===== config.mk =====
export PLATFORM = sky130hd
export DESIGN_NAME = scan_dev_flat
export DESIGN_NICKNAME = d
export VERILOG_FILES = /design/src/shared/scan_pkg.sv /design/src/shared/scan_if.sv /design/src/hdl/scan_dev.sv /design/src/flat_wrapper.sv
export SDC_FILE = /design/constraint.sdc
export NUM_CORES = 1
export LEC_CHECK = 0
export ABC_AREA = 1
export BUFFER_PORTS_ARGS = -buffer_cell sky130_fd_sc_hd__buf_2
export CORE_ASPECT_RATIO = 0.8
export CORE_MARGIN = 3
export CORE_UTILIZATION = 30
export CTS_CLUSTER_DIAMETER = 120
export DETAILED_ROUTE_END_ITERATION = 7
export SLEW_MARGIN = 25
export SYNTH_ARGS = -nofsm -noshare
export SYNTH_HDL_FRONTEND = slang
export SYNTH_SLANG_ARGS = --single-unit
export TNS_END_PERCENT = 1

===== constraint.sdc =====
create_clock -name CLK_I -period 3.9 [get_ports CLK_I]
set_input_delay 0.39 -clock CLK_I [delete_from_list [all_inputs] [get_ports CLK_I]]
set_output_delay 0.39 -clock CLK_I [all_outputs]
set_load 0.1 [all_outputs]

===== src/shared/scan_pkg.sv =====
// shared constants for the boundary-scan instruction layer
package scan_pkg;
  localparam int IR_W = 3;
  localparam int ID_W = 32;
  localparam int BSR_W = 109;
  localparam int OE_CELL = 108;
  localparam int PIN_W = 108;
  localparam int RDATA_W = 36;
  localparam logic [2:0] OP_EXTEST = 3'h0;
  localparam logic [2:0] OP_IDCODE = 3'h1;
  localparam logic [2:0] OP_HIZ_SAMPLE = 3'h2;
  localparam logic [2:0] OP_SAMPLE = 3'h4;
  localparam logic [2:0] OP_BYPASS = 3'h7;
  localparam logic [1:0] IR_CAPTURE_PAT = 2'h1;
  localparam logic [ID_W-1:0] ID_VALUE = 32'h00ABC0DF; // arbitrary identity value
  localparam int RESET_TMS_EDGES = 5;
  localparam int HALF_DIV = 8; // host link clock half period in core clocks
  typedef enum logic [3:0] {
    ST_RESET, ST_IDLE, ST_SEL_DR, ST_CAP_DR, ST_SH_DR, ST_EX1_DR, ST_PAU_DR, ST_EX2_DR,
    ST_UPD_DR, ST_SEL_IR, ST_CAP_IR, ST_SH_IR, ST_EX1_IR, ST_PAU_IR, ST_EX2_IR, ST_UPD_IR
  } tap_state_e;
endpackage


===== src/shared/scan_if.sv =====
// link wires between scan controller and device port
interface scan_if;
  logic tck;
  logic tms;
  logic tdi;
  logic tdo;
  logic tdo_oe;
  modport dev (input tck, input tms, input tdi, output tdo, output tdo_oe);
  modport host (output tck, output tms, output tdi, input tdo, input tdo_oe);
endinterface


===== src/hdl/scan_dev.sv =====
// device end: tap controller, instruction, id, bypass and boundary registers
module scan_dev
  import scan_pkg::*;
(
  input wire logic CLK_I,
  input wire logic NRST_I,
  scan_if.dev LINK,
  input wire logic [scan_pkg::PIN_W-1:0] PINS_I,
  input wire logic [scan_pkg::PIN_W-1:0] CORE_PINS_I,
  input wire logic [scan_pkg::RDATA_W-1:0] CORE_RDATA_I,
  output logic [scan_pkg::PIN_W-1:0] PINS_O,
  output logic [scan_pkg::RDATA_W-1:0] RDATA_O,
  output logic RDATA_OE_O,
  output logic [3:0] TAP_STATE_O
);
  import scan_pkg::*;

  typedef struct packed {
    logic tck_m;
    logic [2:0] tck_sync;
    logic tms_m;
    logic tms_s;
    logic tdi_m;
    logic tdi_s;
    logic [PIN_W-1:0] pin_m;
    logic [PIN_W-1:0] pin_s;
    tap_state_e st;
    logic [IR_W-1:0] ir_sh;
    logic [IR_W-1:0] ir;
    logic [ID_W-1:0] dr_sh;
    logic [BSR_W-1:0] bsr;
    logic [BSR_W-1:0] bsr_upd;
    logic byp;
    logic tdo;
    logic tdo_oe;
    logic [PIN_W-1:0] pins;
    logic [RDATA_W-1:0] rdata;
    logic rdata_oe;
  } dev_s;

  dev_s cur_ff;
  dev_s nxt_ff;
  logic rise;
  logic fall;

  // edge finding on the synchronised test clock
  assign rise = cur_ff.tck_sync[1] & ~cur_ff.tck_sync[2];
  assign fall = ~cur_ff.tck_sync[1] & cur_ff.tck_sync[2];

  always_comb begin
    nxt_ff = cur_ff;
    // test clock passes three flops and pins two; a pin moving at capture may land either way
    nxt_ff.tck_m = LINK.tck;
    nxt_ff.tck_sync = {cur_ff.tck_sync[1], cur_ff.tck_sync[0], cur_ff.tck_m};
    nxt_ff.pin_m = PINS_I;
    nxt_ff.pin_s = cur_ff.pin_m;
    nxt_ff.tms_m = LINK.tms;
    nxt_ff.tms_s = cur_ff.tms_m;
    nxt_ff.tdi_m = LINK.tdi;
    nxt_ff.tdi_s = cur_ff.tdi_m;
    if (rise) begin
      // register actions for the state being left
      case (cur_ff.st)
        ST_RESET: begin
          nxt_ff.ir = OP_IDCODE;
          nxt_ff.bsr_upd[OE_CELL] = 1'b0;
        end
        ST_CAP_IR: nxt_ff.ir_sh = {1'b0, IR_CAPTURE_PAT};
        ST_SH_IR: nxt_ff.ir_sh = {cur_ff.tdi_s, cur_ff.ir_sh[IR_W-1:1]};
        ST_UPD_IR: nxt_ff.ir = cur_ff.ir_sh;
        ST_CAP_DR: begin
          case (cur_ff.ir)
            OP_IDCODE: nxt_ff.dr_sh = ID_VALUE;
            OP_BYPASS: nxt_ff.byp = 1'b0;
            OP_EXTEST, OP_SAMPLE, OP_HIZ_SAMPLE:
              nxt_ff.bsr = {cur_ff.bsr_upd[OE_CELL], cur_ff.pin_s};
            default: nxt_ff.byp = 1'b0;
          endcase
        end
        ST_SH_DR: begin
          case (cur_ff.ir)
            OP_IDCODE: nxt_ff.dr_sh = {cur_ff.tdi_s, cur_ff.dr_sh[ID_W-1:1]};
            OP_EXTEST, OP_SAMPLE, OP_HIZ_SAMPLE:
              nxt_ff.bsr = {cur_ff.tdi_s, cur_ff.bsr[BSR_W-1:1]};
            default: nxt_ff.byp = cur_ff.tdi_s;
          endcase
        end
        ST_UPD_DR: begin
          if (cur_ff.ir == OP_SAMPLE || cur_ff.ir == OP_EXTEST) begin
            nxt_ff.bsr_upd = cur_ff.bsr;
          end
        end
        default: ;
      endcase
      // standard sixteen-state walk
      case (cur_ff.st)
        ST_RESET: nxt_ff.st = cur_ff.tms_s ? ST_RESET : ST_IDLE;
        ST_IDLE: nxt_ff.st = cur_ff.tms_s ? ST_SEL_DR : ST_IDLE;
        ST_SEL_DR: nxt_ff.st = cur_ff.tms_s ? ST_SEL_IR : ST_CAP_DR;
        ST_CAP_DR: nxt_ff.st = cur_ff.tms_s ? ST_EX1_DR : ST_SH_DR;
        ST_SH_DR: nxt_ff.st = cur_ff.tms_s ? ST_EX1_DR : ST_SH_DR;
        ST_EX1_DR: nxt_ff.st = cur_ff.tms_s ? ST_UPD_DR : ST_PAU_DR;
        ST_PAU_DR: nxt_ff.st = cur_ff.tms_s ? ST_EX2_DR : ST_PAU_DR;
        ST_EX2_DR: nxt_ff.st = cur_ff.tms_s ? ST_UPD_DR : ST_SH_DR;
        ST_UPD_DR: nxt_ff.st = cur_ff.tms_s ? ST_SEL_DR : ST_IDLE;
        ST_SEL_IR: nxt_ff.st = cur_ff.tms_s ? ST_RESET : ST_CAP_IR;
        ST_CAP_IR: nxt_ff.st = cur_ff.tms_s ? ST_EX1_IR : ST_SH_IR;
        ST_SH_IR: nxt_ff.st = cur_ff.tms_s ? ST_EX1_IR : ST_SH_IR;
        ST_EX1_IR: nxt_ff.st = cur_ff.tms_s ? ST_UPD_IR : ST_PAU_IR;
        ST_PAU_IR: nxt_ff.st = cur_ff.tms_s ? ST_EX2_IR : ST_PAU_IR;
        ST_EX2_IR: nxt_ff.st = cur_ff.tms_s ? ST_UPD_IR : ST_SH_IR;
        ST_UPD_IR: nxt_ff.st = cur_ff.tms_s ? ST_SEL_DR : ST_IDLE;
        default: nxt_ff.st = ST_RESET;
      endcase
    end
    // serial output changes only on the falling test clock edge
    if (fall) begin
      nxt_ff.tdo_oe = (cur_ff.st == ST_SH_DR) || (cur_ff.st == ST_SH_IR);
      if (cur_ff.st == ST_SH_IR) begin
        nxt_ff.tdo = cur_ff.ir_sh[0];
      end else begin
        case (cur_ff.ir)
          OP_IDCODE: nxt_ff.tdo = cur_ff.dr_sh[0];
          OP_EXTEST, OP_SAMPLE, OP_HIZ_SAMPLE: nxt_ff.tdo = cur_ff.bsr[0];
          default: nxt_ff.tdo = cur_ff.byp;
        endcase
      end
    end
    // pin and read-data drivers follow the current instruction
    if (cur_ff.ir == OP_EXTEST) begin
      nxt_ff.pins = cur_ff.bsr_upd[PIN_W-1:0];
      nxt_ff.rdata = cur_ff.bsr_upd[RDATA_W-1:0];
      nxt_ff.rdata_oe = cur_ff.bsr_upd[OE_CELL];
    end else begin
      nxt_ff.pins = CORE_PINS_I;
      nxt_ff.rdata = CORE_RDATA_I;
      nxt_ff.rdata_oe = (cur_ff.ir != OP_HIZ_SAMPLE);
    end
  end

  // single state register; reset lands in the reset state with id current
  always_ff @(posedge CLK_I or negedge NRST_I) begin
    if (!NRST_I) begin
      cur_ff <= '0;
      cur_ff.st <= ST_RESET;
      cur_ff.ir <= OP_IDCODE;
      cur_ff.rdata_oe <= 1'b1;
    end else begin
      cur_ff <= nxt_ff;
    end
  end

  assign LINK.tdo = cur_ff.tdo;
  assign LINK.tdo_oe = cur_ff.tdo_oe;
  assign PINS_O = cur_ff.pins;
  assign RDATA_O = cur_ff.rdata;
  assign RDATA_OE_O = cur_ff.rdata_oe;
  assign TAP_STATE_O = cur_ff.st;
endmodule // scan_dev


===== src/flat_wrapper.sv =====
// flat-port wrapper written by rule: the top's interface ports become plain ports
module scan_dev_flat import scan_pkg::*;
  (CLK_I, NRST_I, PINS_I, CORE_PINS_I, CORE_RDATA_I, PINS_O, RDATA_O, RDATA_OE_O, TAP_STATE_O, LINK_tck, LINK_tms, LINK_tdi, LINK_tdo, LINK_tdo_oe);
  scan_if LINK_i ();
  input wire logic CLK_I;
  input wire logic NRST_I;
  input wire logic [scan_pkg::PIN_W-1:0] PINS_I;
  input wire logic [scan_pkg::PIN_W-1:0] CORE_PINS_I;
  input wire logic [scan_pkg::RDATA_W-1:0] CORE_RDATA_I;
  output logic [scan_pkg::PIN_W-1:0] PINS_O;
  output logic [scan_pkg::RDATA_W-1:0] RDATA_O;
  output logic RDATA_OE_O;
  output logic [3:0] TAP_STATE_O;
  input wire logic [$bits(LINK_i.tck)-1:0] LINK_tck;
  input wire logic [$bits(LINK_i.tms)-1:0] LINK_tms;
  input wire logic [$bits(LINK_i.tdi)-1:0] LINK_tdi;
  output wire logic [$bits(LINK_i.tdo)-1:0] LINK_tdo;
  output wire logic [$bits(LINK_i.tdo_oe)-1:0] LINK_tdo_oe;
  assign LINK_i.tck = LINK_tck;
  assign LINK_i.tms = LINK_tms;
  assign LINK_i.tdi = LINK_tdi;
  assign LINK_tdo = LINK_i.tdo;
  assign LINK_tdo_oe = LINK_i.tdo_oe;
  scan_dev u_core (.CLK_I(CLK_I), .NRST_I(NRST_I), .LINK(LINK_i), .PINS_I(PINS_I), .CORE_PINS_I(CORE_PINS_I), .CORE_RDATA_I(CORE_RDATA_I), .PINS_O(PINS_O), .RDATA_O(RDATA_O), .RDATA_OE_O(RDATA_OE_O), .TAP_STATE_O(TAP_STATE_O));
endmodule

## After elaboration in Yosys (flattened, before gate mapping)

Cells that the tools add are included.

- Register bits after elaboration: 632
- Output and inout bits: 151

- Equality and inequality tests: 26
- Multiplexer cells: 28
- Bitwise logic cells: 4
- Reductions and logical operators: 20

Operators with widths:

| cell | number |
|---|---|
| two-way mux 109 bit | 3 |
| one-hot mux 141 bit (2 select lines) | 1 |
| two-way mux 145 bit | 1 |
| two-way mux 32 bit | 2 |
| one-hot mux 4 bit (12 select lines) | 1 |
| equality test 4 bit (second input constant) | 8 |
| equality test 4 x 3 -> 1 bit (second input constant) | 4 |
| two-way mux 4 bit | 4 |
| one-hot mux 3 bit (2 select lines) | 2 |
| AND reduction 4 bit | 3 |
| equality test 4 x 2 -> 1 bit (second input constant) | 2 |
| inequality test 2 bit (second input constant) | 4 |
| nonzero test 2 bit | 4 |
| two-way mux 1 bit | 6 |
| two-way mux 2 bit | 3 |
| two-way mux 3 bit | 2 |
| inequality test 2 x 1 -> 1 bit (second input constant) | 3 |
| one-hot mux 1 bit (2 select lines) | 3 |
| AND reduction 3 bit | 2 |
| OR reduction 3 bit | 2 |
| equality test 4 x 1 -> 1 bit (second input constant) | 1 |
| logical NOT 4 bit | 1 |
| AND reduction 2 bit | 2 |
| OR reduction 2 bit | 2 |
| other kinds (9) | 12 |

## Logic depth before layout (Yosys ltp)

- Word-level depth: 4
- Gate-level depth with buffers: 12
- Mapped depth without buffers: 10

## Worst setup path after synthesis

OpenSTA, ideal clock, no wires.

- Kind: register to register
- Start: register u_core.cur_ff (netlist bit u_core.TAP_STATE_O[2])
- End: register u_core.cur_ff[359] (netlist bit)
- Library setup time: 0.126 ns
- Arrival: 1.502 ns
- Data required time: 3.774 ns
- Path slack: 2.272 ns
- Stages on the path, launching flop included: 10
- Period minus slack after synthesis: 1.628 ns
- Path through: dfrtp_1 nor2_1 nand2_1 nand2_2 nand2_2 nor2_2 buf_4 buf_6 buf_4 o21ai_0

- Word-level cells in the longest chain between the ends: 3
- Elaborated cells between the ends (all ways): 7
- Classes of those cells: 4 x eq/ne; 1 x mux; 2 x reduce/logical

RTL lines:

| what | line | RTL |
|---|---|---|
| start, declared | scan_dev.sv:41 | `dev_s cur_ff;` |
| start signal, assigned | scan_dev.sv:149 | `cur_ff <= nxt_ff;` |
| equality test 4 x 3 -> 1 bit or equality test 4 x 2 -> 1 bit (tied branches) | scan_dev.sv:63 | `case (cur_ff.st)` |
| inequality test 2 bit (no line), or another cell as far along | -- |  |
| AND reduction 4 bit (no line) | -- |  |

Several ways; a longest one is shown, not always the timed one.
A chain may end at the register's enable or synchronous reset.

## Worst setup path after layout

- Start: register u_core.cur_ff (netlist bit u_core.TAP_STATE_O[0])
- End: register u_core.cur_ff[392] (netlist bit)

Same word-level chain as after synthesis.

==> results.toml <==
[outcome]
status = "finished clean"

[die]
die-area_um2 = 81200
floorplan.initialDensity_pct = 30.6
row_count = 90
die_w_um = 318
core_area_um2 = 76200
die_h_um = 255
pin_count = 408

[timing]
hold_viol_final = 0
fmax_mhz = 387
worstMarginPinSlew_ns = 0.964
rsz0062_at_grt = "no"
final.setup.worst_slack_ns = 1.32
whs_ns = 0.0598
finalCriticalPeriod_ns = 2.58
slew_headroom_pct = 35.7
slew_viol_final = 0
fin_setup_tns_ns = 0
finalSetupViolations = 0
post-route-period-util_pct = 66.2
clock-skew-final_ns = 0.0256

[synth]
yosysUniqueCellTypes = 25
avgSynthCellArea_um2 = 10.1
async_reset_ff_share_pct = 100
ys_seq_area_share_pct = 67.8
synthCells = 2299
yosysWarnings = 0
synth_area_leader_cell = "dfrtp_1"
ys_seq_elements = 632
synth_ff_type = "dfrtp_1"
synth_edf_count = 0
synth_top_area_share_pct = 67.6
synthTopCellsByArea = "dfrtp_1, nand2_1, o21ai_0"
synth_area_um2 = 23300
netlist_top_cells_count = "nand2_1, dfrtp_1, o21ai_0"
syn-num-nets = 2556
yosysMostFrequentCell = "nand2_1"

[placed_design]
hpwl_um = 36700
portBuffers = 407
post-place-ws_ns = 1.28
gp_congestion = 0.805

[power]
leakagePower_nw = 15.2
powerDensity_nw_per_um2 = 720
report.power.total_mw = 21.7
ir_drop_v = 0.000397

[cts]
h-tree-depth = 3
cts-resized-gates = 0
cts_tree = "done"
max-clock-path-buffers = 3
root_buffer = "clkbuf_16"
cts_buffers = 67
clock_latency_ns = 0.60
clock_sinks = 632
cts_setup_buffers = 0
cts.clk_slew.worst_paths_ns = 0.06

[route]
wl_per_cell_um = 15.0
dr_total_vias = 16300
firstDrtPassIters = 6
drt-initial-drc-count = 1055
drc_errors = 0
ant_nets = 0
wl_um = 58000
vias_per_cell = 4.20

[setup_path]
worst_setup_path_start_kind = "flip-flop"
cp-endpoint = "u_core.cur_ff[392]"
critPathTopFamily = "simple AND/OR/NAND/NOR gates"
critPathArrivalTime_ns = 3.05
cp_num_buf_inv = 2
reg2reg_from = "u_core.TAP_STATE_O[0]"
slowest_stage = "dfrtp_1"
crit_chain = "nor2_2 -> nand2_8 -> nand2_2 -> nand2_2 -> nor2_2 -> buf_4 -> inv_2 -> nand2_1 -> nand2_1"
crit_required_ns = 4.37
path_max_fanout = 120
regToRegEndpoint = "u_core.cur_ff[392]"
reg2reg_slack_ns = 1.32
worst-path-stages = 9
crit_start = "u_core.TAP_STATE_O[0]"
critPathKind = "reg -> reg"
reg2regPathDepth = 9
critPathMaxStageDelay_ns = 0.51
end_kind = "flip-flop"

[global_routing]
overflow = 0
track_usage_pct = 14.4
grt_pass1_vias = 16700
antenna_found_initial = 8
grt_max_degree = 121
grt_pass1_wl_um = 94100

[final_layout]
area_growth_pct = 29.4
fin_nets = 3053
drive_above_1_share_pct = 19.6

[flow_run]
drv_cap = 0

[worst_hold_path]
min-delay-path-class = "in -> reg"
## registers in the layout (all words and copies together) (netlist names)
name and flops:
u_core.cur_ff 481, u_core.LINK.tdo_oe 1, u_core.RDATA_O 36, u_core.PINS_O 108, u_core.RDATA_OE_O 1, u_core.LINK.tdo 1
u_core.TAP_STATE_O 4
## cell usage in the layout (no fill, tap or decap), drive strengths merged
| cell type | n |
|---|---|
| nand3 | 44 |
| nor3 | 1 |
| and2 | 1 |
| dfrtp | 630 |
| o21ai | 345 |
| a31oi | 2 |
| nand2 | 822 |
| diode | 6 |
| bufinv | 7 |
| inv | 171 |
| a21oi | 4 |
| nor2 | 20 |
| clkinvlp | 2 |
| nand4 | 4 |
| dfstp | 2 |
| clkbuf | 92 |
| buf | 432 |
| clkinv | 15 |
| o22ai | 1 |
| dlygate4sd3 | 252 |
| o211ai | 1 |
## per-layer routing
layer | GRT usage [%] | up-vias | share of wire (%)
met5 | 0 | - | 0.012
met2 | 22.5 | 394 | 46
met3 | 3.16 | 124 | 4.7
li1 | - | 7993 | -
met1 | 19.8 | 7738 | 46
met4 | 5.27 | 2 | 3.0
## worst min-delay path, stage by stage
cell and delay, ns:
buf_2 0.08, nand2_1 0.07, nand2_1 0.06
## worst min path at each step
stage                     cells past startpoint            endpoint               start
after global routing                          3   u_core.RDATA_O[1]     CORE_RDATA_I[1]
final                                         3   u_core.PINS_O[36]     CORE_PINS_I[36]
after floorplan                               0     u_core.LINK.tdo              NRST_I
after global placement                        0  u_core.cur_ff[463]  u_core.cur_ff[571]
after CTS                                     3   u_core.PINS_O[36]     CORE_PINS_I[36]
after detailed placement                      0  u_core.cur_ff[412]  u_core.cur_ff[520]
## per-stage QoR
stage | cell area [um^2] | util [%] | cells
after global routing | 30200 | 39.6 | 3866
final | 30200 | 39.6 | 3866
after CTS | 30200 | 39.6 | 3860
after floorplan | 23300 | - | 2299
after detailed placement | 25400 | 33.3 | 3487
after global placement | 25400 | 33.3 | 3487
## kinds of logic after synthesis
| family | after synthesis | share of synthesized area [%] |
|---|---|---|
| flops | 632 | 67.8 |
| buf+inv | 422 | 9.84 |
| compound gates | 353 | 7.60 |
| simple gates | 892 | 14.8 |
## power breakdown
part           switching (mW)  internal, mW
Clock                    2.62          3.95
Combinational            5.77          1.30
Sequential              0.390          7.71
Total                    8.78          13.0
## what timing repair did
| item | in CTS | in global routing |
|---|---|---|
| hold buffers | 252 | 0 |
| endpoints found under the hold margin | 341 | 0 |
| endpoints found under the setup margin | 0 | 0 |
## cell type report
| type | instances | area (um^2) |
|---|---|---|
| Clock inverter | 29 | 374 |
| Antenna cell | 6 | 15.0 |
| Timing Repair Buffer | 684 | 4930 |
| Fill cell | 7306 | 46000 |
| Inverter | 166 | 626 |
| Sequential cell | 632 | 15800 |
| Multi-Input combinational cell | 1245 | 5240 |
| Clock buffer | 92 | 1920 |
| Tap cell | 1012 | 1270 |
Note: power is estimated with default switching activity, not from simulation.
